### src/hdl/adc_seq_defines.vh
// Purpose: constants for the converter control block
// Assumes: 20 MHz system clock
// Notes: counts are in system clock cycles
//
// Contract
// - chip select and read low: start edge converts, data always driven, capture on busy rise
// - with chip select low, data is high impedance until read strobe is low
// - tied read and start: busy drops, old result shown until completion
// - each combined low pulse starts conversion and returns previous result
// - both mode selects low selects direct address mode
// - address/config transparent while write low, held from write rise
// - upper mode low and lower mode high selects scan mode
// - scan ignores address inputs; config bits still latch like direct mode
// - scan single-ended steps eight channels then wraps
// - scan differential steps four pairs from pair 0-1 then repeats
// - differential select honoured per conversion at its current value
// - scan counter clears on any change of lower mode select
// - scan counter advances one single-ended, two differential, per conversion
// - address used, with differential flag, output with the result
// - sequencer holds 16 locations of six bits plus last flag
// - location readable as seven-bit status word on data pins; code puts three bits on the top data pins, four on the address and flag pins
// - upper high, lower low: program/readback access, busy low, no conversions
// - sequencer pointer returns to zero on any mode select change
// - start only with chip select low; busy low whole conversion; no restart
// - program: write rise stores, advances, marks last; wraps after 16
// - readback: read low drives status on upper pins, rise advances, wraps
// - run: conversion uses current location, advances, wraps after last flag
`ifndef ADC_SEQ_DEFINES_VH
`define ADC_SEQ_DEFINES_VH
`define CLK_HZ 20000000
`define CONV_TIME_NS 1400
`define CONV_CYCLES ((`CONV_TIME_NS * (`CLK_HZ / 1000000) + 999) / 1000)
`define SEQ_DEPTH 16
`define RES_BITS 12
`define LOC_DIFFERENTIAL_SELECT 5
`define LOC_A2 4
`define LOC_A0 2
`define LOC_POL 1
`define LOC_GAIN 0
`endif

### src/hdl/adc_mux_sequencer_control.v
// Purpose: strobe handshake, mux addressing, scan and sequencer control
// Assumes: all pins but RESULT_I asynchronous, synchronised by two flip-flops
// Notes: the converter result arrives on RESULT_I when a conversion ends
`timescale 1ns/1ns
`include "adc_seq_defines.vh"
`default_nettype none
module adc_mux_sequencer_control #(
	parameter RES_W = `RES_BITS,
	parameter CONV_CYC = `CONV_CYCLES
) (
	input wire CLK_I,
	input wire RST_I,
	input wire CS_N_I,
	input wire RD_N_I,
	input wire WR_N_I,
	input wire CONVERSION_START_N_I,
	input wire MODE_SELECT_UPPER_I,
	input wire MODE_SELECT_LOWER_I,
	input wire DIFFERENTIAL_SELECT_I,
	input wire GAIN_RANGE_SELECT_I,
	input wire POLARITY_SELECT_I,
	input wire [2:0] MUX_ADDR_IN_I,
	input wire [RES_W-1:0] RESULT_I,
	input wire RESULT_READY_I,
	output wire BUSY_N_O,
	output wire SAMPLE_O,
	output reg [2:0] MUX_SEL_O,
	output reg MUX_DIFFERENTIAL_SELECT_O,
	output reg GAIN_O,
	output reg POLARITY_O,
	output reg [RES_W-1:0] DATA_O,
	output wire [RES_W-1:0] DATA_OE_O,
	output reg [2:0] MUX_ADDR_OUT_O,
	output reg DIFFERENTIAL_FLAG_OUT_O,
	output wire ADDR_OE_O
);
	localparam CW = 16;
	localparam [1:0] ST_IDLE = 2'b00;
	localparam [1:0] ST_CONV = 2'b01;
	localparam [1:0] ST_DONE = 2'b10;
	// two-flop synchronisers for every input pin except RESULT_I, one generate loop
	localparam NS = 15;
	wire [NS-1:0] pin_raw = {CS_N_I, RD_N_I, WR_N_I, CONVERSION_START_N_I,
		MODE_SELECT_UPPER_I, MODE_SELECT_LOWER_I, DIFFERENTIAL_SELECT_I,
		GAIN_RANGE_SELECT_I, POLARITY_SELECT_I, MUX_ADDR_IN_I,
		RESULT_READY_I, 2'b11};
	wire [NS-1:0] pin_s;
	genvar g;
	generate
		for (g = 0; g < NS; g = g + 1) begin : sync
			reg meta_ff;
			reg sync_ff;
			always @(posedge CLK_I) begin
				if (RST_I) begin
					meta_ff <= 1'b1;
					sync_ff <= 1'b1;
				end else begin
					meta_ff <= pin_raw[g];
					sync_ff <= meta_ff;
				end
			end
			assign pin_s[g] = sync_ff;
		end
	endgenerate
	wire cs_n = pin_s[14];
	wire rd_n = pin_s[13];
	wire wr_n = pin_s[12];
	wire cv_n = pin_s[11];
	wire m1 = pin_s[10];
	wire m0 = pin_s[9];
	wire dif = pin_s[8];
	wire gain = pin_s[7];
	wire pol = pin_s[6];
	wire [2:0] ain = pin_s[5:3];
	wire rdy = pin_s[2];
	reg cs_n_ff, rd_n_ff, wr_n_ff, cv_n_ff, m1_ff, m0_ff;
	always @(posedge CLK_I) begin
		if (RST_I) begin
			{cs_n_ff, rd_n_ff, wr_n_ff, cv_n_ff, m1_ff, m0_ff} <= 6'h3f;
		end else begin
			{cs_n_ff, rd_n_ff, wr_n_ff, cv_n_ff, m1_ff, m0_ff} <=
				{cs_n, rd_n, wr_n, cv_n, m1, m0};
		end
	end
	wire wr_rise = wr_n & ~wr_n_ff;
	wire rd_rise = rd_n & ~rd_n_ff;
	wire cv_fall = ~cv_n & cv_n_ff;
	wire m0_chg = m0 ^ m0_ff;
	wire mode_chg = m0_chg | (m1 ^ m1_ff);
	wire mode_direct = ~m1 & ~m0;
	wire mode_scan = ~m1 & m0;
	wire mode_prog = m1 & ~m0;
	wire mode_run = m1 & m0;
	// input latch: follows pins while write low, frozen while high
	reg [5:0] lat_ff;
	wire [5:0] cfg_now = wr_n ? lat_ff : {dif, ain, pol, gain};
	always @(posedge CLK_I) begin
		if (RST_I) begin
			lat_ff <= 6'h00;
		end else if (!wr_n) begin
			lat_ff <= {dif, ain, pol, gain};
		end
	end
	// sequencer memory: six config bits plus last flag
	reg [5:0] mem [0:`SEQ_DEPTH-1];
	reg [`SEQ_DEPTH-1:0] last_ff;
	reg [3:0] ptr_ff;
	reg [2:0] scan_ff;
	reg [1:0] st_ff;
	reg [CW-1:0] cnt_ff;
	reg [5:0] used_ff;
	reg prev_last_ff;
	wire in_prog = mode_prog & wr_n & ~wr_n_ff;
	always @(posedge CLK_I) begin
		if (mode_prog && wr_rise) begin
			mem[ptr_ff] <= lat_ff;
		end
	end
	always @(posedge CLK_I) begin
		if (RST_I) begin
			last_ff <= {`SEQ_DEPTH{1'b0}};
		end else if (mode_prog && wr_rise) begin
			// newest write marks the end; a restart at zero clears older flags
			last_ff <= (ptr_ff == 4'h0 ? {`SEQ_DEPTH{1'b0}} :
				last_ff & ~({{(`SEQ_DEPTH-1){1'b0}}, 1'b1} << (ptr_ff - 4'h1)))
				| ({{(`SEQ_DEPTH-1){1'b0}}, 1'b1} << ptr_ff);
		end
	end
	wire conv_ok = ~cs_n & ~mode_prog;
	wire start = cv_fall & conv_ok & (st_ff == ST_IDLE);
	wire dif_now = cfg_now[`LOC_DIFFERENTIAL_SELECT];
	// address and config that the starting conversion will use
	reg [5:0] pick;
	always @* begin
		pick = cfg_now;
		if (mode_scan) begin
			pick = {dif_now, scan_ff, cfg_now[1:0]};
		end else if (mode_run) begin
			pick = mem[ptr_ff];
		end
	end
	always @(posedge CLK_I) begin
		if (RST_I) begin
			ptr_ff <= 4'h0;
			scan_ff <= 3'h0;
		end else if (mode_chg) begin
			ptr_ff <= 4'h0;
			if (m0_chg) begin
				scan_ff <= 3'h0;
			end
		end else if (mode_prog && (wr_rise || rd_rise)) begin
			ptr_ff <= ptr_ff + 4'h1;
		end else if (start && mode_run) begin
			ptr_ff <= last_ff[ptr_ff] ? 4'h0 : ptr_ff + 4'h1;
		end else if (start && mode_scan) begin
			// pair mode steps by two and keeps the pair aligned
			scan_ff <= dif_now ? {scan_ff[2:1] + 2'h1, 1'b0} :
				scan_ff + 3'h1;
		end
	end
	// readback word: flag, address, polarity, gain, last flag
	wire [6:0] status = {mem[ptr_ff][5:2], mem[ptr_ff][1:0], last_ff[ptr_ff]};
	wire rd_on = ~cs_n & ~rd_n;
	wire rb_on = mode_prog & rd_on & wr_n;
	// conversion timer stands in for the self-timed internal clock
	always @(posedge CLK_I) begin
		if (RST_I) begin
			st_ff <= ST_IDLE;
			cnt_ff <= {CW{1'b0}};
			used_ff <= 6'h00;
			MUX_SEL_O <= 3'h0;
			MUX_DIFFERENTIAL_SELECT_O <= 1'b0;
			GAIN_O <= 1'b0;
			POLARITY_O <= 1'b0;
			DATA_O <= {RES_W{1'b0}};
			MUX_ADDR_OUT_O <= 3'h0;
			DIFFERENTIAL_FLAG_OUT_O <= 1'b0;
		end else begin
			case (st_ff)
			ST_IDLE: begin
				if (start) begin
					st_ff <= ST_CONV;
					cnt_ff <= CONV_CYC[CW-1:0] - {{(CW-1){1'b0}}, 1'b1};
					used_ff <= pick;
					{MUX_DIFFERENTIAL_SELECT_O, MUX_SEL_O, POLARITY_O, GAIN_O} <= pick;
				end else if (!mode_scan && !mode_run) begin
					{MUX_DIFFERENTIAL_SELECT_O, MUX_SEL_O, POLARITY_O, GAIN_O} <= cfg_now;
				end
				if (rb_on) begin
					// readback borrows the result pins; the next result refills them
					DATA_O[RES_W-1:RES_W-3] <= status[2:0];
					{DIFFERENTIAL_FLAG_OUT_O, MUX_ADDR_OUT_O} <= status[6:3];
				end
			end
			ST_CONV: begin
				if (cnt_ff != {CW{1'b0}}) begin
					cnt_ff <= cnt_ff - {{(CW-1){1'b0}}, 1'b1};
				end else begin
					st_ff <= ST_DONE;
				end
			end
			ST_DONE: begin
				// old result stays on the pins until here
				DATA_O <= RESULT_I;
				MUX_ADDR_OUT_O <= used_ff[4:2];
				DIFFERENTIAL_FLAG_OUT_O <= used_ff[5];
				st_ff <= ST_IDLE;
			end
			default: begin
				st_ff <= ST_IDLE;
			end
			endcase
		end
	end
	assign SAMPLE_O = start;
	assign BUSY_N_O = ~(mode_prog | (st_ff != ST_IDLE));
	// readback drives only the top three data bits plus the address pins
	assign DATA_OE_O = rb_on ? {3'h7, {(RES_W-3){1'b0}}} :
		(mode_prog ? {RES_W{1'b0}} : {RES_W{rd_on}});
	assign ADDR_OE_O = rd_on;
	wire unused = rdy ^ in_prog ^ pin_s[1] ^ pin_s[0];
endmodule // adc_mux_sequencer_control
`default_nettype wire

### config.mk
export PLATFORM = sky130hd
export DESIGN_NAME = adc_mux_sequencer_control
export DESIGN_NICKNAME = d
export VERILOG_FILES = /design/src/hdl/adc_mux_sequencer_control.v
export VERILOG_INCLUDE_DIRS = /design/src /design/src/hdl
export SDC_FILE = /design/constraint.sdc
export NUM_CORES = 1
export LEC_CHECK = 0
export CORE_AREA = 2 2 122 124
export DETAILED_ROUTE_END_ITERATION = 7
export DIE_AREA = 0 0 124 126
export DONT_BUFFER_PORTS = 1
export PLACE_DENSITY = 0.8
export SLEW_MARGIN = 0
export SYNTH_ARGS = -nofsm -noshare
export SYNTH_HDL_FRONTEND = slang
export SYNTH_SLANG_ARGS = --single-unit
### constraint.sdc
create_clock -name CLK_I -period 3.85 [get_ports CLK_I]
set_input_delay 0.385 -clock CLK_I [delete_from_list [all_inputs] [get_ports CLK_I]]
set_output_delay 0.385 -clock CLK_I [all_outputs]
set_load 0.02 [all_outputs]
==> flow_summary.yaml <==
clocking:
  numCtsBuffers: 21
  clk_pin_slew_ps: 60
  cts_tree: "built"
  cts_sinks: 202
  clockBufferDepth: 3
  insertion_delay_ps: 500
  postCtsSetupBuffers: 0
  root_buffer: "clkbuf_16"
  htree_levels: 1
status:
  status: "completed"
timing:
  whs_ps: 15.17
  tightest_slew_ps: 990.4
  rsz0062_at_grt: "no"
  relSlewSlack_pct: 33.10
  max_freq_ghz: 0.3847
  slew_violations: 0
  tns_ps: 0
  clock_skew_ps: 18.83
  hold_viol: 0
  min_period_ps: 2599
  fin_crit_sh_pct: 67.52
  setup_viol: 0
global_routing:
  grt.total_usage_pct: 23.92
  grt_max_degree: 82
  antenna_found_initial: 0
  overflow: 0
  grt_pass1_vias: 5448
  grt_first_pass_wirelength_um: 28850
setup_path:
  critical_path_class: "reg2out"
  ff2ff_path_depth: 5
  timing.rr.end: "used_ff[5]"
  endpoint: "DATA_OE_O[7]"
  crit_path_end_kind: "output pin"
  worstPathMaxFanout: 17
  crit_arrival_ps: 2210
  required_ps: 3460
  crit_path_start_kind: "flop"
  crit_start: "m0"
  reg2reg_slack_ps: 1270
detailed_routing:
  wirelength_um: 18140
  drc: 0
  firstDrtPassIters: 7
  viasPerCell: 6.220
  wl_per_cell_um: 20.33
  dr_total_vias: 5548
  drtIter0Drc: 692
  ant_nets: 0
power:
  ir_drop_uv: 392.0
  switching_share_pct: 20.40
  total_leakage_power_uw: 0.003208
  pwr-share-comb_pct: 2.3
  power_density_nw_per_um2: 466.2
  seqPwrFrac_pct: 53.8
  clockPowerShare_pct: 43.9
  switchingPower_uw: 874.9
  intPower_uw: 3414
floorplan:
  row_count: 44
  io_pins: 64
  core-area_sq_um: 14310
  die_area_sq_um: 15620
  die_x_um: 124
  start_util_pct: 58.35
  die_h_um: 126
logic_synthesis:
  ys_types: 60
  synthArstFlopShare_pct: 0
  ys_warn_count: 0
  syn-instance-count: 699
  synth_ff_type: "dfxtp_1"
  netlist_area_sq_um: 8352
  syn-num-nets: 736
  synth_area_per_cell_sq_um: 11.95
  ys_ff_latch: 202
  synth-edff-count: 96
  synth_seq_area_share_pct: 59.93
min_path:
  hold_class: "in2reg"
finish:
  seqCellArea_sq_um: 5005
  final.fill_count: 1062
  stdcell_count: 892
  layout.nets: 731
  layout-drive-gt1-share_pct: 15.54
  diodes: 0
  area_growth_pct: 10.14
  multi_input_area_sq_um: 3003
placement:
  place.gp.congestion: 0.8491
  numPortBuffers: 0
  dpl.hpwl_um: 11930
  placed_cells: 841
flow_run:
  drv_cap: 0
==> Yosys cell counts, types with 15 or more instances <==
cell	count	area, sq um
mux4_2	29	653.1
clkbuf_1	22	82.58
or2_2	30	187.7
a21oi_1	47	235.2
inv_1	23	86.33
nor2_1	52	195.2
nand3_1	15	75.07
dfxtp_1	106	2122
nand2_1	62	232.7
edfxtp_1	96	2883
==> worst min-delay path by stage <==
stage                          start  slack, ps  cells past startpoint           endpoint
detailed placement   sync[5].meta_ff        390                      1    sync[5].sync_ff
CTS                            RST_I        0.9                      1  MUX_ADDR_OUT_O[1]
global route                   RST_I          5                      1  MUX_ADDR_OUT_O[1]
global placement     sync[9].meta_ff        390                      1                 m0
finish                         RST_I         20                      1  MUX_ADDR_OUT_O[1]
floorplan           sync[14].meta_ff        390                      1               cs_n
==> stage by stage <==
step	setup slack (ps)	total power [uW]	cell area [sq um]	utilization [%]
2_1_floorplan	1666	2412	8352	-
3_3_place_gp	1357	2419	8392	58.63
3_5_place_dp	1308	2425	8392	58.63
4_1_cts	1279	4311	9199	64.27
5_1_grt	1082	4413	9199	64.27
6_report	1251	4289	9199	64.27
==> timing repair <==
action | 4_1_cts | 5_1_grt
gates resized for setup | 0 | 0
endpoints found under the hold margin | 82 | 0
hold buffers | 14 | 0
==> kinds of logic (layout without fill, tap and decap cells) <==
logic type / Yosys count / in the layout / share of synthesized area [%]
simple gates: 228 / 228 / 13.77
flops: 202 / 202 / 59.93
compound gates: 125 / 125 / 9.409
buf+inv: 75 / 84 / 4.180
mux: 42 / 42 / 9.438
xor+xnor: 17 / 17 / 1.783
fa+ha+maj: 10 / 10 / 1.498
==> power groups by stage <==
stage | Clock [uW] | Combinational [uW] | Sequential, uW
6_report | 1880 | 101 | 2310
5_1_grt | 1990 | 111 | 2310
4_1_cts | 1910 | 99.5 | 2310
3_5_place_dp | 0 | 73.2 | 2350
3_3_place_gp | 0 | 70.0 | 2350
2_1_floorplan | 0 | 77.9 | 2330
==> critical path, stage by stage, from the launching register on <==
cell     delay [ps]
dfxtp_1         680
and2b_1         340
nor3_2          120
buf_4           320
buf_6           250
==> flip-flops by register name, indices dropped and copies added (netlist names), 2 cells and up, named ones only <==
register and count:
DATA_O 12, MUX_ADDR_OUT_O 3, MUX_SEL_O 3, cnt_ff 16, last_ff 16, lat_ff 6, mem 96, ptr_ff 4
scan_ff 3, st_ff 2, sync.meta_ff 12, sync.sync_ff 4, used_ff 4
==> per-layer routing <==
metal / vias up / GRT usage, % / part of all wire (%)
met3: 20 / 3.895 / 7.2
met4: 0 / 5.816 / 1.4
li1: 2527 / - / -
met2: 256 / 39.95 / 51
met5: - / 0 / 0
met1: 2745 / 32.96 / 41
==> placed cells by master, fill, tap and decap left out, types with 13 or more instances in the layout <==
| master | n |
|---|---|
| nand2_1 | 62 |
| dfxtp_1 | 106 |
| dlygate4sd3_1 | 13 |
| nand3_1 | 15 |
| edfxtp_1 | 96 |
| nor2_1 | 52 |
| inv_1 | 23 |
| a21oi_1 | 47 |
| clkbuf_16 | 21 |
| or2_2 | 30 |
| mux4_2 | 29 |
==> final cells by class <==
type                       count  area share [%]
clock buffer                  30           6.624
clock inverter                 7          0.4353
inverter                      26           1.061
multi-input combinational    422           32.64
sequential                   202           54.41
tap                          184           2.503
timing repair buffer          21           2.326
Power figures use the tool's default switching activity.
